==> config.mk <==
export PLATFORM = sky130hd
export DESIGN_NAME = aoc_top
export DESIGN_NICKNAME = d
export VERILOG_FILES = /design/src/shared/aoc_pkg.sv /design/src/design/aoc_value_check.sv /design/src/design/aoc_channel.sv /design/src/design/aoc_top.sv
export SDC_FILE = /design/constraint.sdc
export NUM_CORES = 1
export LEC_CHECK = 0
export ABC_AREA = 1
export BUFFER_PORTS_ARGS = -buffer_cell sky130_fd_sc_hd__buf_2
export CAP_MARGIN = 20
export CORE_UTILIZATION = 60
export DETAILED_ROUTE_END_ITERATION = 8
export GPL_TIMING_DRIVEN = 0
export PLACE_DENSITY_LB_ADDON = 0.12
export SLEW_MARGIN = 40
export SYNTH_ARGS = -nofsm -noshare
export SYNTH_HDL_FRONTEND = slang
export SYNTH_SLANG_ARGS = --single-unit
==> constraint.sdc <==
create_clock -name clock -period 2.4 [get_ports clock]
set_clock_uncertainty 0.05 [all_clocks]
set_input_delay 0.36 -clock clock [delete_from_list [all_inputs] [get_ports clock]]
set_output_delay 0.36 -clock clock [all_outputs]
set_load 0.02 [all_outputs]
==> src/shared/aoc_pkg.sv <==
// Constants shared by the output word and mode control block.
// Assumes a 16-bit word register port and one 25 MHz clock.
package aoc_pkg;

  localparam int unsigned AOC_ADDR_W = 4;
  localparam int unsigned AOC_WORD_W = 16;
  localparam int unsigned AOC_VAL_W  = 8;
  localparam int unsigned AOC_NIN    = 4;

  // Register indices
  localparam logic [3:0] AOC_OFF_OUT0   = 4'h0;
  localparam logic [3:0] AOC_OFF_OUT1   = 4'h1;
  localparam logic [3:0] AOC_OFF_SETUP0 = 4'h2;
  localparam logic [3:0] AOC_OFF_SETUP1 = 4'h3;
  localparam logic [3:0] AOC_OFF_FLT0   = 4'h4;
  localparam logic [3:0] AOC_OFF_IDLE0  = 4'h5;
  localparam logic [3:0] AOC_OFF_FLT1   = 4'h6;
  localparam logic [3:0] AOC_OFF_IDLE1  = 4'h7;
  localparam logic [3:0] AOC_OFF_STATUS = 4'h8;
  localparam logic [3:0] AOC_OFF_ECHO0  = 4'h9;
  localparam logic [3:0] AOC_OFF_ECHO1  = 4'ha;
  localparam logic [3:0] AOC_OFF_MODE   = 4'hb;

  // Value word layout
  localparam int unsigned AOC_VAL_LSB  = 7;
  localparam int unsigned AOC_VAL_MSB  = 14;
  localparam int unsigned AOC_SIGN_BIT = 15;
  localparam logic [15:0] AOC_VALID_MASK = 16'h7f80;

  // Setup word fields
  localparam int unsigned AOC_B_FAULTSEL  = 0;
  localparam int unsigned AOC_B_IDLESEL   = 2;
  localparam int unsigned AOC_B_FLTSEL    = 3;
  localparam int unsigned AOC_B_INON_LSB  = 4;
  localparam int unsigned AOC_B_OUTON     = 4;
  localparam logic [15:0] AOC_SETUP0_USED = 16'h00fd;
  localparam logic [15:0] AOC_SETUP1_USED = 16'h003d;
  localparam logic [15:0] AOC_SETUP0_RST  = 16'h00f0;
  localparam logic [15:0] AOC_SETUP1_RST  = 16'h0030;
  localparam logic [15:0] AOC_WORD_ZERO   = 16'h0000;

  // Status word bits
  localparam int unsigned AOC_B_BAD0   = 2;
  localparam int unsigned AOC_B_BAD1   = 3;
  localparam int unsigned AOC_B_CFGERR = 8;
  localparam int unsigned AOC_B_HOLD0  = 12;
  localparam int unsigned AOC_B_HOLD1  = 14;

  // System modes
  typedef enum logic [1:0] {
    AOC_RUN   = 2'b00,
    AOC_IDLE  = 2'b01,
    AOC_FAULT = 2'b10
  } aoc_mode_t;

  // Per-channel output source
  typedef enum logic [1:0] {
    AOC_SRC_DATA = 2'b00,
    AOC_SRC_HOLD = 2'b01,
    AOC_SRC_IDLE = 2'b10,
    AOC_SRC_FLT  = 2'b11
  } aoc_src_t;

endpackage

==> src/design/aoc_value_check.sv <==
// Checks one 16-bit value word for the left-justified 8-bit layout.
// Pure combinational; used on output words and safe value words.
`timescale 1ns/1ns
module aoc_value_check (
  // Word under test
  input  wire logic [15:0] word,
  // Verdict and extracted value
  output logic             bad,
  output logic [7:0]       value
);
  import aoc_pkg::*;

  // Any bit outside 14..7, sign included, marks the word bad
  assign bad   = |(word & ~AOC_VALID_MASK);
  assign value = word[AOC_VAL_MSB:AOC_VAL_LSB];
endmodule

==> src/design/aoc_channel.sv <==
// One output channel: picks source by mode and drives the converter code.
// Expects validated values and a mode from the same clock domain.
`timescale 1ns/1ns
module aoc_channel (
  // Clock and reset
  input  wire logic             clock,
  input  wire logic             reset,
  // Mode and setup
  input  wire aoc_pkg::aoc_mode_t mode,
  input  wire logic             chan_on,
  input  wire logic             idle_sel,
  input  wire logic             fault_sel,
  input  wire logic             idle_to_fault,
  // Values
  input  wire logic [7:0]       data_val,
  input  wire logic [7:0]       idle_val,
  input  wire logic [7:0]       fault_val,
  // Converter side
  output logic [7:0]            dac_code,
  output logic                  dac_on,
  output logic                  holding
);
  import aoc_pkg::*;

  aoc_mode_t prev_r;
  aoc_src_t  src_r;
  aoc_src_t  src_nxt;
  logic [7:0] code_r;

  always_ff @(posedge clock) begin
    if (reset) prev_r <= AOC_RUN;
    else       prev_r <= mode;
  end

  // Source chosen once per mode change, kept until the next
  always_comb begin
    src_nxt = src_r;
    if (mode != prev_r) begin
      case (mode)
        AOC_RUN:  src_nxt = AOC_SRC_DATA;
        AOC_IDLE: src_nxt = idle_sel ? AOC_SRC_IDLE : AOC_SRC_HOLD;
        AOC_FAULT: begin
          if (prev_r == AOC_IDLE && !idle_to_fault)
            src_nxt = src_r;
          else if (fault_sel)
            src_nxt = AOC_SRC_FLT;
          else
            src_nxt = AOC_SRC_HOLD;
        end
        default:  src_nxt = AOC_SRC_HOLD;
      endcase
    end
  end

  always_ff @(posedge clock) begin
    if (reset) src_r <= AOC_SRC_DATA;
    else       src_r <= src_nxt;
  end

  // Zero safe value gives minimum output; hold keeps code_r
  always_ff @(posedge clock) begin
    if (reset) code_r <= 8'h00;
    else begin
      case (src_nxt)
        AOC_SRC_DATA: code_r <= data_val;
        AOC_SRC_IDLE: code_r <= idle_val;
        AOC_SRC_FLT:  code_r <= fault_val;
        AOC_SRC_HOLD: code_r <= code_r;
        default:      code_r <= code_r;
      endcase
    end
  end

  assign dac_code = chan_on ? code_r : 8'h00;
  assign dac_on   = chan_on;
  assign holding  = (src_r == AOC_SRC_HOLD);
endmodule

==> src/design/aoc_top.sv <==
// Output word and mode control: register file, word checks, two channels.
// Assumes a one-cycle strobe register port and system mode from the same clock.
`timescale 1ns/1ns

//////////////////////////////////////////////////////////////////////////////
// What this block does
// - Value sits in bits 14..7, LSB bit 7
// - Bad bits in output word raise flag
// - Bad output word keeps last accepted value
// - Setup0 bits 4..7 enable input channels
// - Disabled input channel reports no value
// - Setup1 bits 4,5 enable outputs; off drives none
// - Ones in unused setup fields flag error
// - Idle select at bit 2 of setups
// - Idle select zero holds last value
// - Idle select one converts idle value
// - Fault select bit 3; clear holds
// - Fault select one converts fault value
// - Fault value zero gives range minimum
// - Both selects default to zero, hold
// - Bit 0 picks value on idle-to-fault
// - Bad safe value raises configuration error
// - Bad output flags in status bits 2,3
module aoc_top #(
  parameter int unsigned NUM_IN = aoc_pkg::AOC_NIN
) (
  // Clock and reset
  input  wire logic                      clock,
  input  wire logic                      reset,
  // Register port
  input  wire logic [aoc_pkg::AOC_ADDR_W-1:0] addr,
  input  wire logic [aoc_pkg::AOC_WORD_W-1:0] wdata,
  input  wire logic                      wr,
  input  wire logic                      rd,
  output logic [aoc_pkg::AOC_WORD_W-1:0] rdata,
  // System mode
  input  wire aoc_pkg::aoc_mode_t        sys_mode,
  // Measured input words from the converter
  input  wire logic [NUM_IN*aoc_pkg::AOC_WORD_W-1:0] in_meas,
  output logic [NUM_IN*aoc_pkg::AOC_WORD_W-1:0]      in_report,
  output logic [NUM_IN-1:0]              input_chan_on,
  // Output converters
  output logic [aoc_pkg::AOC_VAL_W-1:0]  dac_code0,
  output logic [aoc_pkg::AOC_VAL_W-1:0]  dac_code1,
  output logic [1:0]                     output_chan_on,
  // Status
  output logic                           config_error
);
  import aoc_pkg::*;

  //////////////////////////////////////////////////////////////////////////////
  // Storage
  logic [15:0] out0_r, out1_r, setup0_r, setup1_r;
  logic [15:0] flt0_r, idle0_r, flt1_r, idle1_r;
  logic [7:0]  acc0_r, acc1_r;
  logic [1:0]  bad_output_flag_r;
  logic        cfg_err_r;
  logic [15:0] rdata_r;
  logic [NUM_IN*AOC_WORD_W-1:0] in_rep_r;

  logic        bad_w, bad_o0, bad_o1, bad_f0, bad_i0, bad_f1, bad_i1;
  logic [7:0]  val_w, val_f0, val_i0, val_f1, val_i1;
  logic        hold0, hold1, on0, on1;
  logic        wr_out0, wr_out1;

  assign wr_out0 = wr && (addr == AOC_OFF_OUT0);
  assign wr_out1 = wr && (addr == AOC_OFF_OUT1);

  //////////////////////////////////////////////////////////////////////////////
  // Word checks
  aoc_value_check u_chk_w (
    .word  (wdata),
    .bad   (bad_w),
    .value (val_w)
  );
  aoc_value_check u_chk_f0 (
    .word  (flt0_r),
    .bad   (bad_f0),
    .value (val_f0)
  );
  aoc_value_check u_chk_i0 (
    .word  (idle0_r),
    .bad   (bad_i0),
    .value (val_i0)
  );
  aoc_value_check u_chk_f1 (
    .word  (flt1_r),
    .bad   (bad_f1),
    .value (val_f1)
  );
  aoc_value_check u_chk_i1 (
    .word  (idle1_r),
    .bad   (bad_i1),
    .value (val_i1)
  );
  assign bad_o0 = wr_out0 && bad_w;
  assign bad_o1 = wr_out1 && bad_w;

  //////////////////////////////////////////////////////////////////////////////
  // Output data words: stored as written, echo shows the driven converter code
  always_ff @(posedge clock) begin
    if (reset) begin
      out0_r <= AOC_WORD_ZERO;
      out1_r <= AOC_WORD_ZERO;
    end else begin
      if (wr_out0) out0_r <= wdata;
      if (wr_out1) out1_r <= wdata;
    end
  end

  always_ff @(posedge clock) begin
    if (reset) begin
      acc0_r <= 8'h00;
      acc1_r <= 8'h00;
    end else begin
      if (wr_out0 && !bad_w) acc0_r <= val_w;
      if (wr_out1 && !bad_w) acc1_r <= val_w;
    end
  end

  // Flag is a level per last write; a good write clears it
  always_ff @(posedge clock) begin
    if (reset) bad_output_flag_r <= 2'b00;
    else begin
      if (wr_out0) bad_output_flag_r[0] <= bad_o0;
      if (wr_out1) bad_output_flag_r[1] <= bad_o1;
    end
  end

  //////////////////////////////////////////////////////////////////////////////
  // Setup and safe value words
  always_ff @(posedge clock) begin
    if (reset) begin
      setup0_r <= AOC_SETUP0_RST;
      setup1_r <= AOC_SETUP1_RST;
      flt0_r   <= AOC_WORD_ZERO;
      idle0_r  <= AOC_WORD_ZERO;
      flt1_r   <= AOC_WORD_ZERO;
      idle1_r  <= AOC_WORD_ZERO;
    end else if (wr) begin
      case (addr)
        AOC_OFF_SETUP0: setup0_r <= wdata;
        AOC_OFF_SETUP1: setup1_r <= wdata;
        AOC_OFF_FLT0:   flt0_r   <= wdata;
        AOC_OFF_IDLE0:  idle0_r  <= wdata;
        AOC_OFF_FLT1:   flt1_r   <= wdata;
        AOC_OFF_IDLE1:  idle1_r  <= wdata;
        default: ;
      endcase
    end
  end

  // Unused setup bits or badly formed safe values
  always_ff @(posedge clock) begin
    if (reset) cfg_err_r <= 1'b0;
    else cfg_err_r <= (|(setup0_r & ~AOC_SETUP0_USED))
                   || (|(setup1_r & ~AOC_SETUP1_USED))
                   || bad_f0 || bad_i0 || bad_f1 || bad_i1;
  end
  assign config_error = cfg_err_r;

  //////////////////////////////////////////////////////////////////////////////
  // Input channel enables and reporting
  assign input_chan_on = setup0_r[AOC_B_INON_LSB +: NUM_IN];

  always_ff @(posedge clock) begin
    if (reset) in_rep_r <= '0;
    else begin
      for (int i = 0; i < NUM_IN; i++) begin
        in_rep_r[i*AOC_WORD_W +: AOC_WORD_W] <= input_chan_on[i]
          ? in_meas[i*AOC_WORD_W +: AOC_WORD_W] : AOC_WORD_ZERO;
      end
    end
  end
  assign in_report = in_rep_r;

  //////////////////////////////////////////////////////////////////////////////
  // Output channels
  aoc_channel u_ch0 (
    .clock         (clock),
    .reset         (reset),
    .mode          (sys_mode),
    .chan_on       (setup1_r[AOC_B_OUTON]),
    .idle_sel      (setup0_r[AOC_B_IDLESEL]),
    .fault_sel     (setup0_r[AOC_B_FLTSEL]),
    .idle_to_fault (setup0_r[AOC_B_FAULTSEL]),
    .data_val      (wr_out0 && !bad_w ? val_w : acc0_r),
    .idle_val      (val_i0),
    .fault_val     (val_f0),
    .dac_code      (dac_code0),
    .dac_on        (on0),
    .holding       (hold0)
  );
  aoc_channel u_ch1 (
    .clock         (clock),
    .reset         (reset),
    .mode          (sys_mode),
    .chan_on       (setup1_r[AOC_B_OUTON+1]),
    .idle_sel      (setup1_r[AOC_B_IDLESEL]),
    .fault_sel     (setup1_r[AOC_B_FLTSEL]),
    .idle_to_fault (setup1_r[AOC_B_FAULTSEL]),
    .data_val      (wr_out1 && !bad_w ? val_w : acc1_r),
    .idle_val      (val_i1),
    .fault_val     (val_f1),
    .dac_code      (dac_code1),
    .dac_on        (on1),
    .holding       (hold1)
  );
  assign output_chan_on = {on1, on0};

  //////////////////////////////////////////////////////////////////////////////
  // Read port, data one cycle after the strobe, unmapped reads zero
  always_ff @(posedge clock) begin
    if (reset) rdata_r <= AOC_WORD_ZERO;
    else if (rd) begin
      rdata_r <= AOC_WORD_ZERO;
      case (addr)
        AOC_OFF_OUT0:   rdata_r <= out0_r;
        AOC_OFF_OUT1:   rdata_r <= out1_r;
        AOC_OFF_SETUP0: rdata_r <= setup0_r;
        AOC_OFF_SETUP1: rdata_r <= setup1_r;
        AOC_OFF_FLT0:   rdata_r <= flt0_r;
        AOC_OFF_IDLE0:  rdata_r <= idle0_r;
        AOC_OFF_FLT1:   rdata_r <= flt1_r;
        AOC_OFF_IDLE1:  rdata_r <= idle1_r;
        AOC_OFF_STATUS: begin
          rdata_r[AOC_B_BAD0]   <= bad_output_flag_r[0];
          rdata_r[AOC_B_BAD1]   <= bad_output_flag_r[1];
          rdata_r[AOC_B_CFGERR] <= cfg_err_r;
          rdata_r[AOC_B_HOLD0]  <= hold0;
          rdata_r[AOC_B_HOLD1]  <= hold1;
        end
        AOC_OFF_ECHO0:  rdata_r[AOC_VAL_MSB:AOC_VAL_LSB] <= dac_code0;
        AOC_OFF_ECHO1:  rdata_r[AOC_VAL_MSB:AOC_VAL_LSB] <= dac_code1;
        AOC_OFF_MODE:   rdata_r[1:0] <= sys_mode;
        default: ;
      endcase
    end else rdata_r <= AOC_WORD_ZERO;
  end
  assign rdata = rdata_r;
endmodule

Yosys cells after proc, flatten, opt, wreduce, memory -nomap -nowiden:

Cells that the tools add are included.

* equal/unequal tests: 23
* muxes and demuxes: 26
* bitwise operators: 5
* reductions and logical operators: 38

Operators by type and width (number)
* one-hot mux 8 bit (3 select lines): 2
* OR reduction 8 bit: 5
* one-hot mux 2 bit (9 select lines): 2
* one-hot mux 1 bit (11 select lines): 3
* two-way mux 8 bit: 4
* one-hot mux 3 bit (10 select lines): 1
* one-hot mux 3 bit (8 select lines): 1
* one-hot mux 1 bit (10 select lines): 2
* equality test 4 x 3 -> 1 bit (second input constant): 4
* equality test 4 bit (second input constant): 4
* two-way mux 2 bit: 8
* equality test 2 x 1 -> 1 bit (second input constant): 6
* one-hot mux 2 bit (3 select lines): 2
* AND reduction 2 bit: 6
* OR reduction 11 bit: 1
* equality test 2 bit (second input constant): 5
* OR reduction 2 bit: 5
* OR reduction 9 bit: 1
* equality test 4 x 2 -> 1 bit (second input constant): 2
* logical AND 1 bit: 8
* one-hot mux 1 bit (8 select lines): 1
* zero test 2 bit: 3
* logical OR 1 bit: 5
* inverter 1 bit: 5
* 4 further kinds: 6

* flip-flop bits (word level): 249
* input port bits: 90
* output and inout bits: 103

Logic depth before layout (Yosys ltp):

Gate-level depths: netlist of the first run.

* depth in word-level cells: 7
* gate-level depth with buffers: 13
* mapped depth without buffers: 12

Cells and area by module:

A second synthesis of the first run with hierarchy kept.

* cells, all modules: 1684
* area, all modules: 11487.3 µm²

By module, submodules not included
* aoc_top: instances 1, cells an instance 1263, area each 8998.6 µm², seq. area each 4544.4 µm²
* aoc_channel: instances 2, cells an instance 153, area each 953.4 µm², seq. area each 240.2 µm²
* aoc_value_check: instances 5, cells an instance 23, area each 116.4 µm², seq. area each 0.0 µm²

Worst setup path before layout of the first run:

No wires, ideal clock.

* path type: input-to-reg
* start: in wdata[5] (netlist name)
* end: reg u_ch0.code_r[0]
* setup time: 0.109 ns
* data arrival time: 1.422 ns
* data required time: 2.241 ns
* setup slack: 0.820 ns
* stages on the path: 11
* buffers on the path: 1
* cells stage by stage: buf_2 -> nor2_1 -> nand2_1 -> nor2_4 -> nand2_2 -> nand2_1 -> nand2_1 -> o21ai_1 -> nand3_1 -> nand2_1 -> inv_1

* cells in the longest elaborated chain, start to end: 5

RTL lines
* start: declaration: line aoc_top.sv:32 `input wire logic [aoc_pkg::AOC_WORD_W-1:0] wdata,`
* OR reduction 8 bit: line aoc_value_check.sv:14 `assign bad = |(word & ~AOC_VALID_MASK);`
* zero test 1 bit: line aoc_top.sv:187 `.data_val (wr_out0 && !bad_w ? val_w : acc0_r),`
* logical AND 1 bit: line aoc_top.sv:187
* two-way mux 8 bit
* one-hot mux 8 bit (3 select lines): line aoc_channel.sv:64 `case (src_nxt)`
* end signal: assignment: line aoc_channel.sv:65 `AOC_SRC_DATA: code_r <= data_val;`
* end signal: assignment: line aoc_channel.sv:66 `AOC_SRC_IDLE: code_r <= idle_val;`
* end signal: assignment: line aoc_channel.sv:67 `AOC_SRC_FLT: code_r <= fault_val;`
* end: declaration: line aoc_channel.sv:28 `logic [7:0] code_r;`

No other way between the ends.
A chain may end at the register's enable or synchronous reset.

Worst setup path after layout of the first run:

* start: reg setup1_r[4]
* end: out dac_code0[3] (netlist name)

* cells in the longest elaborated chain, start to end: 1

RTL lines
* start: declaration: line aoc_top.sv:53 `logic [15:0] out0_r, out1_r, setup0_r, setup1_r;`
* start signal: assignment: line aoc_top.sv:143 `AOC_OFF_SETUP1: setup1_r <= wdata;`
* two-way mux 8 bit: line aoc_channel.sv:74 `assign dac_code = chan_on ? code_r : 8'h00;`
* end: declaration: line aoc_top.sv:43 `output logic [aoc_pkg::AOC_VAL_W-1:0] dac_code0,`

No other way between the ends.

==> results of run 1 <==
==> stage by stage <==
stage	area (µm²)	total power [µW]	hold slack [ns]
5_1_grt	12100	9380	0.00922
3_3_place_gp	11300	5490	0.389
6_report	12100	9120	0.0131
4_1_cts	12100	9110	0.000369
2_1_floorplan	10200	5110	0.377
3_5_place_dp	11300	5510	0.395
==> layout make-up <==
class,instances,area (µm²)
Clock buffer,37,711
Buffer,82,383
Sequential cell,249,4980
Clock inverter,3,40.0
Multi-Input combinational cell,791,3830
Tap cell,220,275
Timing Repair Buffer,182,921
Inverter,258,968
Fill cell,1370,4470
==> cells in the mapped netlist, drive strengths merged <==
| cell type | n | share of area [%] |
|---|---|---|
| a211oi | 1 | 0.074 |
| a21oi | 149 | 7.3 |
| a31oi | 5 | 0.31 |
| buf | 33 | 2.0 |
| clkbuf | 49 | 1.8 |
| clkinv | 3 | 0.11 |
| dfxtp | 249 | 49 |
| inv | 255 | 9.4 |
| nand2 | 191 | 7.6 |
| nand3 | 58 | 2.9 |
| nand3b | 15 | 1.1 |
| nand4 | 28 | 1.7 |
| nor2 | 141 | 5.8 |
| nor3 | 3 | 0.15 |
| nor4 | 4 | 0.25 |
| o211ai | 2 | 0.15 |
| o21ai | 137 | 6.7 |
| o22ai | 57 | 3.5 |
==> cells by family (layout without fill, tap and decap cells) <==
group | count (synthesis) | in the layout | share of synthesized area [%]
and+or+nand+nor | 440 | 440 | 19.5
buffers and inverters | 340 | 562 | 13.3
DFF | 249 | 249 | 49.0
AOI/OAI and AO/OA | 351 | 351 | 18.1
==> how the worst max path moves through the flow <==
stage | start | endpoint | cells after the start
after global routing | setup1_r[5]$_SDFFE_PP1P_ | dac_code1[5] | 4
after CTS | setup1_r[4]$_SDFFE_PP1P_ | dac_code0[3] | 4
after floorplan | wdata[5] | u_ch0.code_r[0]$_SDFFE_PP0P_ | 11
after detailed placement | reset | out0_r[9]$_SDFFE_PP0P_ | 6
after global placement | wr | flt1_r[11]$_SDFFE_PP0P_ | 6
final | setup1_r[4]$_SDFFE_PP1P_ | dac_code0[3] | 4
==> worst max-delay path: stages (launching register included) <==
cell      delay, ns
dfxtp_1        0.32
clkbuf_1       0.48
nand2_1        0.25
inv_1          0.10
buf_2          0.16
==> power groups by stage <==
stage                     Sequential, µW  Clock, µW  Combinational (µW)
final                               4360       3660                1100
after global routing                4370       3820                1190
after CTS                           4350       3680                1080
after detailed placement            4440          0                1070
after global placement              4440          0                1050
after floorplan                     4510          0                 597
==> layer usage <==
| layer | part of all wire, % | GRT usage, % |
|---|---|---|
| met1 | 38 | 47.1 |
| met2 | 46 | 63.0 |
| met3 | 11 | 6.84 |
| met4 | 4.7 | 16.9 |
| met5 | 0 | 0 |
==> flow_summary.toml, run 1 <==
[layout]
area_growth_pct = 19.2
diodes = 0
final-instance-count-excl-fill = 1822
largest_reg_flops = 64
drive_gt1_share_pct = 17.8
mostFrequentLayoutCells = "249 x dfxtp_1, 239 x inv_1, 201 x buf_2"
finish.utilization_pct = 73.0
layout.cells.most_common = "dfxtp_1"
fin_nets = 1679

[yosys]
synth_area_um2 = 10200
syn_area_per_cell_um2 = 7.37
synth_cells = 1380
yosysWarnings = 0
synth_seq_cells = 249
synthDistinctLibCells = 27
syn_nets = 1470
ys_seq_area_share_pct = 49.0

[cts]
cts_setup_buffers = 0
cts-resized-gates = 0
clock-sinks = 249
clkTransAtPathRegs_ns = 0.06
clk_latency_ns = 0.52
htreeDepth = 1
hold_buffers = 2
cts_made_buffers = 25
cts_tree = "built"
clock-root-buffer = "clkbuf_16"
clk_path_buf_depth = 3

[grt]
gr-usage-all-layers_pct = 37.6
grt_pass1_wl_um = 50500
antenna_found_initial = 0
grt_max_degree = 14
grt.overflow.total = 0
grt_pass1_vias = 9436

[min_path]
holdPathEnd = "in_report[37]$_SDFF_PP0_"
hp-class = "input pin to flip-flop"
hold_path_depth = 3
hold_start = "in_meas[37]"

[placed_design]
hpwl_um = 24200
dp_slack_ns = 0.299
place.gp.congestion = 0.988
place_inst = 1780
io_buffers = 180

[detailed_routing]
drc = 0
wl_per_cell_um = 18.3
drt_first_iter_violations = 1332
vias = 10300
drt-total-wl_um = 33400
dr.pass1.iters = 6
postRouteAntennaNets = 0
via_per_inst = 5.64

[floorplan]
die_area_um2 = 17500
fp.dieW_um = 132
rows = 47
initial_core_util_pct = 61.3
die_h_um = 132
coreArea_um2 = 16600
io_pins = 193

[worst_setup_path]
critPathKind = "flip-flop to output port"
cp.arrival_ns = 1.83
reg2reg_depth = 11
timing.critical_path.from_type = "flip-flop"
r2r_start = "setup1_r[0]$_SDFFE_PP0P_"
path_max_fanout = 10
r2r_end = "u_ch1.code_r[1]$_SDFFE_PP0P_"
rrSetupSlack_ns = 0.59
required_ns = 1.99
end_kind = "output port"

[power]
p_leak_uw = 0.00575
swShare_pct = 25.8
intPower_uw = 6760
p_sw_uw = 2350
p_comb_share_pct = 12.1
pwr_density_cell_nw_per_um2 = 753
irDropWorstVdd_mv = 0.589
clock_power_share_pct = 40.1
seqPwrFrac_pct = 47.8

[sta]
drv_slew = 0
hold_viol = 0
fmax_ghz = 0.446
setup_ws_ns = 0.157
final.setup.tns_ns = 0
layout_min_cycle_time_ns = 2.24
setup_viol = 0
worst_slew_pin_slew_ns = 0.891
post-route-period-util_pct = 93.5
grt_setup_unrepaired = "no"
relSlewSlack_pct = 40.6

[outcome]
outcome = "complete, no violations"

[job]
drv_cap = 0
No activity file was read; power rests on OpenSTA's default activity.
==> run 2: changes to the inputs <==
BUFFER_PORTS_ARGS = -buffer_cell sky130_fd_sc_hd__buf_4   (was -buffer_cell sky130_fd_sc_hd__buf_2)
CORE_ASPECT_RATIO = 0.75   (was unset)
==> flow_summary.toml, run 2 (synthesized netlist as in run 1, its figures left out) <==
[layout]
layout.cells.most_common = "dfxtp_1"
area_growth_pct = 23.4
fin_nets = 1675
largest_reg_flops = 64
diodes = 0
drive_gt1_share_pct = 18.0
postLayoutCellArea_um2 = 12500
mostFrequentLayoutCells = "249 x dfxtp_1, 239 x inv_1, 189 x buf_4"

[sta]
setup_viol = 0
fmax_ghz = 0.427
layout_min_cycle_time_ns = 2.34
post-route-period-util_pct = 97.7
worst_slew_pin_slew_ns = 0.840
drv_slew = 0
grt_setup_unrepaired = "no"
relSlewSlack_pct = 44.0
final.setup.tns_ns = 0
hold_viol = 0
setup_ws_ns = 0.0555

[grt]
antenna_found_initial = 0
grt_pass1_wl_um = 52200
gr-usage-all-layers_pct = 39.3
grt.overflow.total = 0
grt_max_degree = 16
grt_pass1_vias = 9403

[outcome]
outcome = "finished with violations"
violations = "DRC"

[cts]
clock-root-buffer = "clkbuf_16"
cts_made_buffers = 23
clkTransAtPathRegs_ns = 0.06
clk_latency_ns = 0.52
cts_setup_buffers = 0
cts-resized-gates = 0
clk_path_buf_depth = 3
hold_buffers = 0
cts_tree = "built"
clock-sinks = 249
htreeDepth = 1

[min_path]
hp-class = "input pin to flip-flop"

[worst_setup_path]
critPathKind = "flip-flop to output port"
end_kind = "output port"
path_cells = "clkbuf_1, nand2_1, inv_1, buf_4"
timing.critical_path.from_type = "flip-flop"
slowest_stage = "clkbuf_1"
required_ns = 1.99
path_max_fanout = 10
critical-path-max-stage-delay_ns = 0.54
path_buf_inv = 3
cp.arrival_ns = 1.93
crit_family = "buffers and inverters"

[placed_design]
place.gp.congestion = 1.02
io_buffers = 180
dpl_cell_area_um2 = 11800
dp_slack_ns = 0.188
hpwl_um = 26100

[floorplan]
die_h_um = 115
die_area_um2 = 17500
initial_core_util_pct = 62.5
io_pins = 193
coreArea_um2 = 16300
rows = 40
fp.dieW_um = 152

[power]
irDropWorstVdd_mv = 0.635
p_leak_uw = 0.00585
pwr_density_cell_nw_per_um2 = 744

[detailed_routing]
drt_first_iter_violations = 1589
vias = 10400
via_per_inst = 5.77
drt-total-wl_um = 35400
wl_per_cell_um = 19.5
dr.pass1.iters = 9
postRouteAntennaNets = 0
drc = 9

[job]
drv_cap = 0
-- run 2: cell types whose count changed in the layout (fill, tap and decap cells not counted), moves of 2 or more --
cell and delta:
clkbuf_16 -2, clkinvlp_4 +2, buf_4 +180, dlygate4sd3_1 -2, clkbuf_8 +2, buf_2 -180
clkbuf_1 -3
-- run 2: layer usage --
layer	track usage [%]	vias to the layer above	part of all wire [%]
li1	-	4821	-
met1	53.6	4728	39
met2	59.0	771	42
met3	14.4	121	16
met4	9.52	0	3.2
met5	0	-	0
-- run 2: area by class of cell --
type / count / area [µm²]
well taps: 210 / 263
fillers: 1303 / 3720
inverters: 258 / 968
flip-flops and latches: 249 / 4980
clock inverters: 6 / 85.1
repair buffers: 180 / 1350
multi-input cells: 791 / 3830
plain buffers: 82 / 383
clock buffers: 34 / 677
-- run 2: final timing paths --
path / end / cells past startpoint / from / slack, ns
worst max-delay path: dac_code1[0] / 4 / setup1_r[5]$_SDFFE_PP1P_ / 0.06
worst min-delay path: in_report[41]$_SDFF_PP0_ / 3 / in_meas[41] / 0.01
worst max register to register: u_ch1.code_r[4]$_SDFFE_PP0P_ / 11 / setup1_r[0]$_SDFFE_PP0P_ / 0.51
worst min register to register: out0_r[6]$_SDFFE_PP0P_ / 2 / out0_r[6]$_SDFFE_PP0P_ / 0.41
-- run 2: report_power, final --
part	switching, µW	internal, µW	total (µW)
Combinational	790	432	1220
Sequential	70.2	4290	4360
Clock	1580	2160	3750
Total	2440	6880	9320
-- run 2: stage by stage --
| stage | util, % | cells | total power (µW) | hold WS (ns) |
|---|---|---|---|---|
| 5_1_grt | 77.1 | 1810 | 9570 | 0.0173 |
| 2_1_floorplan | - | 1380 | 5110 | 0.377 |
| 4_1_cts | 77.1 | 1810 | 9270 | 0.00716 |
| 3_5_place_dp | 72.4 | 1770 | 5620 | 0.394 |
| 3_3_place_gp | 72.4 | 1770 | 5600 | 0.389 |
| 6_report | 77.1 | 1810 | 9320 | 0.00976 |
-- run 2: tightest hold or removal path, cell delays in order --
cell    delay (ns)
buf_4         0.07
inv_1         0.03
nor2_1        0.08
==> run 3: changes to the inputs <==
CORE_MARGIN = 4   (was unset)
==> flow_summary.toml, run 3 (synthesized netlist as in run 1, its figures left out) <==
[detailed_routing]
wl_per_cell_um = 19.8
vias = 10500
via_per_inst = 5.79
postRouteAntennaNets = 0
dr.pass1.iters = 7
drc = 0
drt-total-wl_um = 35900
drt_first_iter_violations = 1529

[layout]
fin_nets = 1677
mostFrequentLayoutCells = "249 x dfxtp_1, 239 x inv_1, 189 x buf_4"
largest_reg_flops = 64
diodes = 0
finish.utilization_pct = 77.3
area_growth_pct = 24.2
drive_gt1_share_pct = 18.1
layout.cells.most_common = "dfxtp_1"

[floorplan]
coreArea_um2 = 16300
rows = 40
die_h_um = 121
die_area_um2 = 19100
io_pins = 193
initial_core_util_pct = 62.3
fp.dieW_um = 158

[cts]
cts-resized-gates = 0
clock-root-buffer = "clkbuf_16"
clock-sinks = 249
cts_setup_buffers = 0
clk_path_buf_depth = 3
cts_made_buffers = 25
clkTransAtPathRegs_ns = 0.06
htreeDepth = 1
clk_latency_ns = 0.52
hold_buffers = 0
cts_tree = "built"

[power]
irDropWorstVdd_mv = 0.632
p_sw_uw = 2480
p_comb_share_pct = 12.7
swShare_pct = 25.8
finalPower_uw = 9600
seqPwrFrac_pct = 45.4
intPower_uw = 7120
p_leak_uw = 0.00589
clock_power_share_pct = 41.9
pwr_density_cell_nw_per_um2 = 761

[worst_setup_path]
path_max_fanout = 10
end_kind = "output port"
cp.arrival_ns = 1.90
required_ns = 1.99
timing.critical_path.from_type = "flip-flop"
critPathKind = "flip-flop to output port"
rrSetupSlack_ns = 0.55

[sta]
final.setup.tns_ns = 0
post-route-period-util_pct = 96.1
setup_viol = 0
drv_slew = 0
layout_min_cycle_time_ns = 2.31
hold_viol = 0
relSlewSlack_pct = 42.4
grt_setup_unrepaired = "no"
fmax_ghz = 0.434
worst_slew_pin_slew_ns = 0.863

[grt]
grt.overflow.total = 0
antenna_found_initial = 0
grt_pass1_wl_um = 53000
grt_max_degree = 15
grt_pass1_vias = 9545
gr-usage-all-layers_pct = 36.1

[outcome]
outcome = "complete, no violations"

[placed_design]
io_buffers = 180
hpwl_um = 26400
place.gp.congestion = 1.07

[min_path]
hp-class = "input pin to flip-flop"

[job]
drv_cap = 0
run 3: changes by cell type in the layout (fill, tap and decap cells not counted), sizes merged:
cell	delta
clkbuf	+4
bufinv	+1
clkinvlp	-1
inv	+1
run 3: path summary, 6_finish.rpt:
kind,from,endpoint,cells after the start
min reg2reg,out0_r[10]$_SDFFE_PP0P_,out0_r[10]$_SDFFE_PP0P_,2
min,in_meas[51],in_report[51]$_SDFF_PP0_,3
max reg2reg,setup1_r[4]$_SDFFE_PP1P_,rdata[9]$_SDFF_PP0_,7
max,setup1_r[4]$_SDFFE_PP1P_,dac_code0[5],4
run 3: layout make-up:
type / instances / area, µm²
Multi-Input combinational cell: 791 / 3830
Inverter: 258 / 968
Timing Repair Buffer: 180 / 1350
Tap cell: 210 / 263
Sequential cell: 249 / 4980
Fill cell: 1260 / 3700
Buffer: 82 / 383
Clock buffer: 38 / 724
Clock inverter: 7 / 116
run 3: critical path, stage by stage, from the launching register on:
cell and delay [ns]:
dfxtp_1 0.33, clkbuf_1 0.54, nand2_1 0.25, inv_1 0.10, buf_4 0.14
run 3: power groups by stage:
stage | clock (µW) | sequential [µW] | combinational, µW
2_1_floorplan | 0 | 4510 | 597
3_3_place_gp | 0 | 4440 | 1160
3_5_place_dp | 0 | 4440 | 1180
4_1_cts | 4000 | 4350 | 1190
5_1_grt | 4190 | 4370 | 1310
6_report | 4020 | 4360 | 1220
run 3: per-stage QoR:
step           hold slack [ns]  instance area, µm²  setup slack, ns  instances
2_1_floorplan            0.377               10200            0.820       1380
3_3_place_gp             0.389               11800            0.144       1770
3_5_place_dp             0.394               11800            0.140       1770
4_1_cts                0.00284               12600            0.180       1815
5_1_grt                0.00308               12600           0.0858       1815
6_report               0.00478               12600           0.0940       1815
run 3: per-layer routing:
layer,wire length [µm],global-route usage (%),vias to the layer above
li1,-,-,4832
met1,13400,50.7,4721
met2,15000,52.0,835
met3,6160,13.1,115
met4,1310,10.2,2
met5,56,2.52,-
